$ cat src/rtl/acs_defines.svh
// Constants of the converter sequencer: offsets, fields, resets, counts
`ifndef ACS_DEFINES_SVH
`define ACS_DEFINES_SVH

// ==========================================================
// Register offsets
`define ACS_OFF_PRESCALE   8'hF2
`define ACS_OFF_CTRL       8'hF3
`define ACS_OFF_RES_LOW    8'hF4
`define ACS_OFF_RES_HIGH   8'hF5
`define ACS_OFF_PIN_SEL    8'hF6
`define ACS_OFF_CLK_CFG    8'hF7
`define ACS_OFF_RELOAD     8'hF8

// ==========================================================
// Control register fields
`define ACS_CTRL_QUIET     7
`define ACS_CTRL_PSEUDO    6
`define ACS_CTRL_ENABLE    5
`define ACS_CTRL_DONE      4
`define ACS_CTRL_START     3

// Clock configuration fields
`define ACS_CFG_X2         0
`define ACS_CFG_IRQ_EN     1

// ==========================================================
// Reset values
`define ACS_RST_CTRL       8'h00
`define ACS_RST_PRESCALE   7'h00
`define ACS_RST_PIN_SEL    8'h00
`define ACS_RST_RELOAD     8'h00
`define ACS_RST_RESULT     10'h000

// ==========================================================
// Timing counts
`define ACS_HOLD_PERIODS   4'd10
`define ACS_PRE_BASE       10'h200
`define ACS_PRS_ZERO_DIV   9'h100
`define ACS_SETTLE_NS      4000
`define ACS_CLK_NS         10

`endif

$ cat src/rtl/acs_pkg.sv
// Types of the converter sequencer
`default_nettype none
package acs_pkg;

  // ========================================================
  // Register bus request
  typedef struct packed {
    logic [7:0] addr;
    logic [7:0] wdata;
    logic       wr;
    logic       rd;
  } acs_bus_req_t;

  // ========================================================
  // Control register layout
  typedef struct packed {
    logic       quiet;
    logic       pseudo;
    logic       enable;
    logic       done;
    logic       start;
    logic [2:0] chan;
  } acs_ctrl_t;

  // ========================================================
  // Sequencer states
  typedef enum logic [3:0] {
    ST_IDLE   = 4'b0001,
    ST_ALIGN  = 4'b0010,
    ST_SAMPLE = 4'b0100,
    ST_HOLD   = 4'b1000
  } acs_state_t;

endpackage
`default_nettype wire

$ cat src/rtl/acs_clk_div.sv
// Pre-clock and conversion clock divider, one tick per period
`include "acs_defines.svh"
`default_nettype none
module acs_clk_div (
  input  wire logic       clk,
  input  wire logic       nrst,
  input  wire logic       run,
  input  wire logic       x2,
  input  wire logic [7:0] reload,
  input  wire logic [6:0] prescale,
  output var  logic       conv_tick
);
  logic [9:0] pre_cnt_r;
  logic [9:0] pre_div;
  logic       pre_tick;
  logic [8:0] conv_cnt_r;
  logic [8:0] conv_div;
  logic       conv_end;

  // ========================================================
  // Pre-clock divide
  // reload divide or bypass
  assign pre_div  = `ACS_PRE_BASE - {1'b0, reload, 1'b0};
  assign pre_tick = x2 | (pre_cnt_r == pre_div - 10'h001);

  always_ff @(posedge clk) begin
    if (!nrst || !run || pre_tick) begin
      pre_cnt_r <= 10'h000;
    end else begin
      pre_cnt_r <= pre_cnt_r + 10'h001;
    end
  end

  // ========================================================
  // Conversion clock divide
  // twice prescaler, zero is 256
  assign conv_div = (prescale == 7'h00) ? `ACS_PRS_ZERO_DIV
                                        : {1'b0, prescale, 1'b0};
  assign conv_end = pre_tick && (conv_cnt_r == conv_div - 9'h001);

  always_ff @(posedge clk) begin
    if (!nrst || !run) begin
      conv_cnt_r <= 9'h000;
    end else if (conv_end) begin
      conv_cnt_r <= 9'h000;
    end else if (pre_tick) begin
      conv_cnt_r <= conv_cnt_r + 9'h001;
    end
  end

  always_ff @(posedge clk) begin
    if (!nrst) begin
      conv_tick <= 1'b0;
    end else begin
      conv_tick <= run && conv_end;
    end
  end
endmodule
`default_nettype wire

$ cat src/rtl/acs_seq.sv
// Converter sequencer: registers, sample/hold timing, approximation
//
// The implementer's own choices: the address map and the address-and-strobe port.
`include "acs_defines.svh"
`default_nettype none
module acs_seq (
  input  wire logic                 clk,
  input  wire logic                 nrst,
  input  wire acs_pkg::acs_bus_req_t bus_req,
  output var  logic [7:0]           rdata,
  input  wire logic                 comp_above,
  output var  logic                 analog_en,
  output var  logic [2:0]           chan_out,
  output var  logic                 sample_sw,
  output var  logic                 hold_on,
  output var  logic [9:0]           dac_code,
  output var  logic [7:0]           pin_analog,
  output var  logic                 irq,
  output var  logic                 cpu_halt,
  output var  logic                 periph_stop,
  output var  logic                 irq_defer
);
  acs_pkg::acs_ctrl_t  ctrl_r;
  acs_pkg::acs_state_t state_r;
  logic [6:0]          prescale_r;
  logic [7:0]          pin_sel_r;
  logic [7:0]          reload_r;
  logic                x2_r;
  logic                irq_en_r;
  logic [9:0]          result_r;
  logic [9:0]          trial_r;
  logic [3:0]          bit_idx_r;
  logic [3:0]          hold_cnt_r;
  logic [9:0]          code_nxt;
  logic                conv_tick;
  logic                busy;
  logic                wr_ctrl;
  logic                launch;
  logic                finish;

  // ========================================================
  // Helpers
  function automatic logic [9:0] bit_mask(input logic [3:0] idx);
    bit_mask = 10'h001 << idx;
  endfunction

  function automatic logic hit(input acs_pkg::acs_bus_req_t req,
                               input logic [7:0]            off);
    hit = req.wr && (req.addr == off);
  endfunction

  assign busy    = ctrl_r.start;
  assign wr_ctrl = hit(bus_req, `ACS_OFF_CTRL);
  assign launch  = wr_ctrl && !busy && ctrl_r.enable
                   && bus_req.wdata[`ACS_CTRL_ENABLE]
                   && bus_req.wdata[`ACS_CTRL_START];
  assign code_nxt = comp_above ? trial_r
                               : (trial_r & ~bit_mask(bit_idx_r));
  assign finish  = (state_r == acs_pkg::ST_HOLD) && conv_tick
                   && (bit_idx_r == 4'h0);

  // ========================================================
  // Conversion clock
  acs_clk_div u_div (
    .clk       (clk),
    .nrst      (nrst),
    .run       (ctrl_r.enable),
    .x2        (x2_r),
    .reload    (reload_r),
    .prescale  (prescale_r),
    .conv_tick (conv_tick)
  );

  // ========================================================
  // Configuration registers
  always_ff @(posedge clk) begin
    if (!nrst) begin
      prescale_r <= `ACS_RST_PRESCALE;
      pin_sel_r  <= `ACS_RST_PIN_SEL;
      reload_r   <= `ACS_RST_RELOAD;
      x2_r       <= 1'b0;
      irq_en_r   <= 1'b0;
    end else begin
      if (hit(bus_req, `ACS_OFF_PRESCALE)) begin
        prescale_r <= bus_req.wdata[6:0];
      end
      if (hit(bus_req, `ACS_OFF_PIN_SEL)) begin
        pin_sel_r <= bus_req.wdata;
      end
      if (hit(bus_req, `ACS_OFF_RELOAD)) begin
        reload_r <= bus_req.wdata;
      end
      if (hit(bus_req, `ACS_OFF_CLK_CFG)) begin
        x2_r     <= bus_req.wdata[`ACS_CFG_X2];
        irq_en_r <= bus_req.wdata[`ACS_CFG_IRQ_EN];
      end
    end
  end

  // ========================================================
  // Control register
  always_ff @(posedge clk) begin
    if (!nrst) begin
      ctrl_r <= `ACS_RST_CTRL;
    end else begin
      if (wr_ctrl) begin
        ctrl_r.enable <= bus_req.wdata[`ACS_CTRL_ENABLE];
        ctrl_r.done   <= bus_req.wdata[`ACS_CTRL_DONE];
        // channel and modes locked while busy, except that a write with enable low clears the modes
        if (!busy) begin
          ctrl_r.chan   <= bus_req.wdata[2:0];
          ctrl_r.quiet  <= bus_req.wdata[`ACS_CTRL_QUIET];
          ctrl_r.pseudo <= bus_req.wdata[`ACS_CTRL_PSEUDO];
        end
      end
      if (launch) begin
        ctrl_r.start <= 1'b1;
      end
      if (wr_ctrl && !bus_req.wdata[`ACS_CTRL_ENABLE]) begin
        ctrl_r.start  <= 1'b0;
        ctrl_r.quiet  <= 1'b0;
        ctrl_r.pseudo <= 1'b0;
      end
      if (finish) begin
        ctrl_r.start  <= 1'b0;
        ctrl_r.quiet  <= 1'b0;
        ctrl_r.pseudo <= 1'b0;
        ctrl_r.done   <= 1'b1;
      end
    end
  end

  // ========================================================
  // Sequencer
  always_ff @(posedge clk) begin
    if (!nrst || !ctrl_r.enable) begin
      state_r    <= acs_pkg::ST_IDLE;
      trial_r    <= 10'h000;
      bit_idx_r  <= 4'h0;
      hold_cnt_r <= 4'h0;
    end else begin
      unique case (state_r)
        acs_pkg::ST_IDLE: begin
          if (launch) begin
            state_r <= acs_pkg::ST_ALIGN;
          end
        end
        acs_pkg::ST_ALIGN: begin
          // wait for start of a full period
          if (conv_tick) begin
            state_r <= acs_pkg::ST_SAMPLE;
          end
        end
        acs_pkg::ST_SAMPLE: begin
          if (conv_tick) begin
            state_r    <= acs_pkg::ST_HOLD;
            trial_r    <= bit_mask(4'h9);
            bit_idx_r  <= 4'h9;
            hold_cnt_r <= 4'h0;
          end
        end
        acs_pkg::ST_HOLD: begin
          if (conv_tick) begin
            hold_cnt_r <= hold_cnt_r + 4'h1;
            if (bit_idx_r == 4'h0) begin
              state_r <= acs_pkg::ST_IDLE;
              trial_r <= code_nxt;
            end else begin
              trial_r   <= code_nxt | bit_mask(bit_idx_r - 4'h1);
              bit_idx_r <= bit_idx_r - 4'h1;
            end
          end
        end
      endcase
    end
  end

  // ========================================================
  // Result
  always_ff @(posedge clk) begin
    if (!nrst) begin
      result_r <= `ACS_RST_RESULT;
    end else if (finish) begin
      result_r <= code_nxt;
    end
  end

  // ========================================================
  // Read port
  always_ff @(posedge clk) begin
    if (!nrst) begin
      rdata <= 8'h00;
    end else if (bus_req.rd) begin
      unique case (bus_req.addr)
        `ACS_OFF_PRESCALE: rdata <= {1'b0, prescale_r};
        `ACS_OFF_CTRL:     rdata <= ctrl_r;
        `ACS_OFF_RES_LOW:  rdata <= {6'h00, result_r[1:0]};
        `ACS_OFF_RES_HIGH: rdata <= result_r[9:2];
        `ACS_OFF_PIN_SEL:  rdata <= pin_sel_r;
        `ACS_OFF_CLK_CFG:  rdata <= {6'h00, irq_en_r, x2_r};
        `ACS_OFF_RELOAD:   rdata <= reload_r;
        default:           rdata <= 8'h00;
      endcase
    end else begin
      rdata <= 8'h00;
    end
  end

  // ========================================================
  // Analog and system outputs
  always_ff @(posedge clk) begin
    if (!nrst) begin
      analog_en   <= 1'b0;
      chan_out    <= 3'h0;
      sample_sw   <= 1'b0;
      hold_on     <= 1'b0;
      dac_code    <= 10'h000;
      pin_analog  <= 8'h00;
      irq         <= 1'b0;
      cpu_halt    <= 1'b0;
      periph_stop <= 1'b0;
      irq_defer   <= 1'b0;
    end else begin
      analog_en   <= ctrl_r.enable;
      chan_out    <= ctrl_r.chan;
      sample_sw   <= (state_r == acs_pkg::ST_SAMPLE);
      hold_on     <= (state_r == acs_pkg::ST_HOLD);
      dac_code    <= trial_r;
      pin_analog  <= pin_sel_r;
      // this request is the wake event
      irq         <= ctrl_r.done && irq_en_r;
      cpu_halt    <= busy && ctrl_r.pseudo;
      periph_stop <= busy && ctrl_r.quiet;
      irq_defer   <= busy && (ctrl_r.pseudo || ctrl_r.quiet);
    end
  end
endmodule
`default_nettype wire

$ cat config.mk
export PLATFORM = sky130hd
export DESIGN_NAME = acs_seq
export DESIGN_NICKNAME = d
export VERILOG_FILES = /design/src/rtl/acs_pkg.sv /design/src/rtl/acs_clk_div.sv /design/src/rtl/acs_seq.sv
export VERILOG_INCLUDE_DIRS = /design/src /design/src/rtl
export SDC_FILE = /design/constraint.sdc
export NUM_CORES = 1
export LEC_CHECK = 0
export ABC_AREA = 1
export BUFFER_PORTS_ARGS = -buffer_cell sky130_fd_sc_hd__buf_4
export CORE_ASPECT_RATIO = 1.2
export CORE_MARGIN = 2
export CORE_UTILIZATION = 60
export CTS_BUF_LIST = sky130_fd_sc_hd__clkbuf_8
export DETAILED_ROUTE_END_ITERATION = 10
export PLACE_DENSITY = 0.89
export SLEW_MARGIN = 10
export SYNTH_ARGS = -nofsm -noshare
export SYNTH_HDL_FRONTEND = slang
export SYNTH_SLANG_ARGS = --single-unit
$ cat constraint.sdc
create_clock -name clk -period 2.3 [get_ports clk]
set_input_delay 0.345 -clock clk [delete_from_list [all_inputs] [get_ports clk]]
set_output_delay 0.345 -clock clk [all_outputs]
set_load 0.03 [all_outputs]
==> reports/results.tsv <==
stage	metric	value	unit
sta	finalHoldViolations	0	
route	ant_nets	0	
min_path	hold_path_class	input port to flip-flop	
pwr	fin_total_pwr	3970	uW
worst_setup_path	cp_max_fo	16	
worst_setup_path	path_depth	11	
floorplan	initial_core_util	0.620	
clocking	cts_tree	built	
place	placed_cells	899	
sta	worst_slew_pin_slew	531	ps
sta	period_share	0.868	
finish	final_layout_size_suffix_gt1_frac	0.139	
sta	final.setup.tns	0	ps
route	detail_route.wl_per_cell	14.6	microns
clocking	ctsRootBufferMaster	clkbuf_8	
clocking	path_clk_slew	60	ps
clocking	cts_hold_buffers	0	
finish	diodes	0	
worst_setup_path	cpLargestDelayFamily	simple AND/OR/NAND/NOR gates	
worst_setup_path	critPathKind	flip-flop to flip-flop	
yosys	netlist_instances	738	
yosys	synth_area_leaders	dfxtp_1, nand2_1, inv_1, a21oi_1, nor2_1	
route	via_count	4987	
yosys	synth_top_family_by_area	simple AND/OR/NAND/NOR gates	
worst_setup_path	cpMaxStageDelayCell	dfxtp_1	
sta	slew_violations	0	
global_route	grt_max_degree	23	
clocking	cts-resized-gates	0	
sta	fin_hold_ws	217	ps
yosys	synth-seq-cells	117	
sta	max-slew-margin-rel	0.645	
route	firstDrtPassIters	6	
yosys	netlist_area	5340	sq um
clocking	clk_path_buf_depth	2	
global_route	overflow	0	
sta	max_freq	0.501	GHz
global_route	first_global_vias	4800	
floorplan	die-area	9670	sq um
pwr	leakagePower	0.00272	uW
clocking	numCtsBuffers	17	
yosys	synth_fp_nets	769	
yosys	yosys.area_share.simple	0.284	
min_path	holdPathStages	3	
clocking	h-tree-depth	4	
worst_setup_path	reg2reg_from	u_div.pre_cnt_r[2]	
min_path	holdPathEnd	ctrl_r[7]	
yosys	synth_warnings	0	
yosys	synth-compound-area-share	0.131	
sta	rsz0062_at_grt	false	
worst_setup_path	max_stage_delay	460	ps
worst_setup_path	cpMostUsedCell	nor2_1	
yosys	yosysTopAreaCell	dfxtp_1	
yosys	ys_top_cells_by_count	nand2_1, dfxtp_1, inv_1	
floorplan	die_y	107	microns
route	drt_wl_total	13600	microns
yosys	synth_cell_types	39	
finish	fillCellCount	714	
yosys	yosysSeqAreaShare	0.439	
floorplan	coreArea	8610	sq um
yosys	synth_xor_area_frac	0.0279	
floorplan	io_pins	57	
floorplan	die_x	90.1	microns
finish	register_area	2340	sq um
min_path	worstHoldStart	bus_req[9]	
yosys	synth_edf_count	0	
worst_setup_path	crit_chain	nor2_1 -> nor2_1 -> nand2_1 -> nor2_1 -> nand3_2 -> nand2_4 -> nand2_1 -> nor2_1 -> nand2_1 -> nand2_2 -> nor2_1	
place	hpwl	10200	microns
worst_setup_path	crit_required	2610	ps
sta	period_minus_slack	2000	ps
worst_setup_path	end_kind	flip-flop	
sta	skew	13.0	ps
clocking	clock_latency	430	ps
job	drv_cap	0	
global_route	antenna_found_initial	0	
yosys	synth-adder-area-share	0.0234	
place	io_buffer_count	56	
worst_setup_path	r2r_end	u_div.conv_cnt_r[0]	
route	drc	0	
pwr	ir_drop	0.336	mV
yosys	synthMuxAreaShare	0	
yosys	synthArstFlopShare	0	
route	drt_iter0_markers	411	
place	gp_congestion	0.951	
clocking	clock_sinks	117	
yosys	synth-main-ff-cell	dfxtp_1	
worst_setup_path	start_kind	flip-flop	
finish	nets	832	
worst_setup_path	r2r_setup_slack	300	ps
finish	fin_cells	930	
sta	setup_viol	0	
yosys	synth_top_cell_area_share	0.439	
finish	area_growth	16.7	%
worst_setup_path	path_buf_inv	0	
yosys	avgSynthCellArea	7.24	sq um
finish	multi_input_area	2490	sq um
clocking	cts_setup_buffers	0	
worst_setup_path	critical_path_arrival	2310	ps
worst_setup_path	reg2reg_depth	11	
outcome	status	complete, no violations	
yosys	synth_most_common_cell	nand2_1	
route	viasPerCell	5.36	
pwr	powerDensity	636	nW/um^2
floorplan	num_rows	37	
global_route	grt_use_total	0.290	
global_route	grt_pass1_wl	22200	microns
finish	finish.utilization	0.724	
==> power by group <==
group / total (uW) / internal [uW] / switching (uW)
Clock: 1830 / 1040 / 790
Sequential: 2030 / 2030 / 0.986
Combinational: 109 / 36.2 / 72.6
==> layout by cell type, fill, tap and decap left out, drive strengths merged, types with 3 or more instances in the layout <==
master,Yosys,layout
clkinv,0,4
buf,12,64
nand4,10,10
o31ai,6,6
o211ai,3,3
clkbuf,8,17
nand3b,3,3
xor2,15,15
bufinv,0,3
nand3,42,42
nand2,197,197
ha,10,10
nor2,75,75
inv,103,107
nor3,6,6
o21ai,55,55
or2,3,3
dfxtp,117,117
clkinvlp,0,3
a21oi,62,62
==> cell families (layout without fill, tap and decap cells) <==
kind of cell               count (synthesis)  in the layout
AOI/OAI and AO/OA                        130            130
xor gates and xnor gates                  17             17
adders and majority gates                 10             10
buffers and inverters                    123            198
DFF                                      117            117
and+or+nand+nor                          341            341
==> worst register-to-register path, stage by stage, from the launching register on <==
cell	delay (ps)
dfxtp_1	460
nor2_1	70
nor2_1	130
nand2_1	70
nor2_1	160
nand3_2	190
nand2_4	200
nand2_1	90
nor2_1	90
nand2_1	130
nand2_2	210
nor2_1	80
==> state kept, by name, summed over array words and instances (netlist names), 3 cells and up <==
| register | flops |
|---|---|
| bit_idx_r | 4 |
| result_r | 10 |
| rdata | 8 |
| pin_sel_r | 8 |
| trial_r | 10 |
| chan_out | 3 |
| dac_code | 10 |
| prescale_r | 7 |
| u_div.conv_cnt_r | 9 |
| state_r | 4 |
| reload_r | 8 |
| u_div.pre_cnt_r | 10 |
| ctrl_r | 7 |
| pin_analog | 8 |
==> layer usage <==
layer  wire length [microns]  up-vias  GRT usage
met5                       0        -          0
met1                    4970     2272      0.299
li1                        -     2472          -
met2                    7310      199      0.541
met4                     503        0      0.169
met3                     772       44     0.0651
==> worst max-delay path by stage <==
stage                             from                  end  slack, ps
finish              u_div.pre_cnt_r[2]  u_div.conv_cnt_r[0]        300
global route              bit_idx_r[0]          result_r[6]         80
CTS                       bit_idx_r[0]            ctrl_r[6]        350
detailed placement         bus_req[12]            ctrl_r[6]        310
global placement           bus_req[12]            ctrl_r[6]        400
floorplan                prescale_r[0]  u_div.conv_cnt_r[0]        690
==> per-stage QoR <==
stage / cell area (sq um) / setup WS [ps]
2_1_floorplan: 5340 / 688
3_5_place_dp: 5850 / 312
5_1_grt: 6230 / 77.3
6_report: 6230 / 304
4_1_cts: 6230 / 350
3_3_place_gp: 5850 / 401
==> cell type report <==
cell class	instances	share of cell area
timing repair buffer	64	0.0771
multi-input combinational	498	0.400
sequential	117	0.376
clock inverter	14	0.0237
tap	117	0.0235
inverter	103	0.0620
clock buffer	17	0.0376
(Power assumes the default switching activity.)
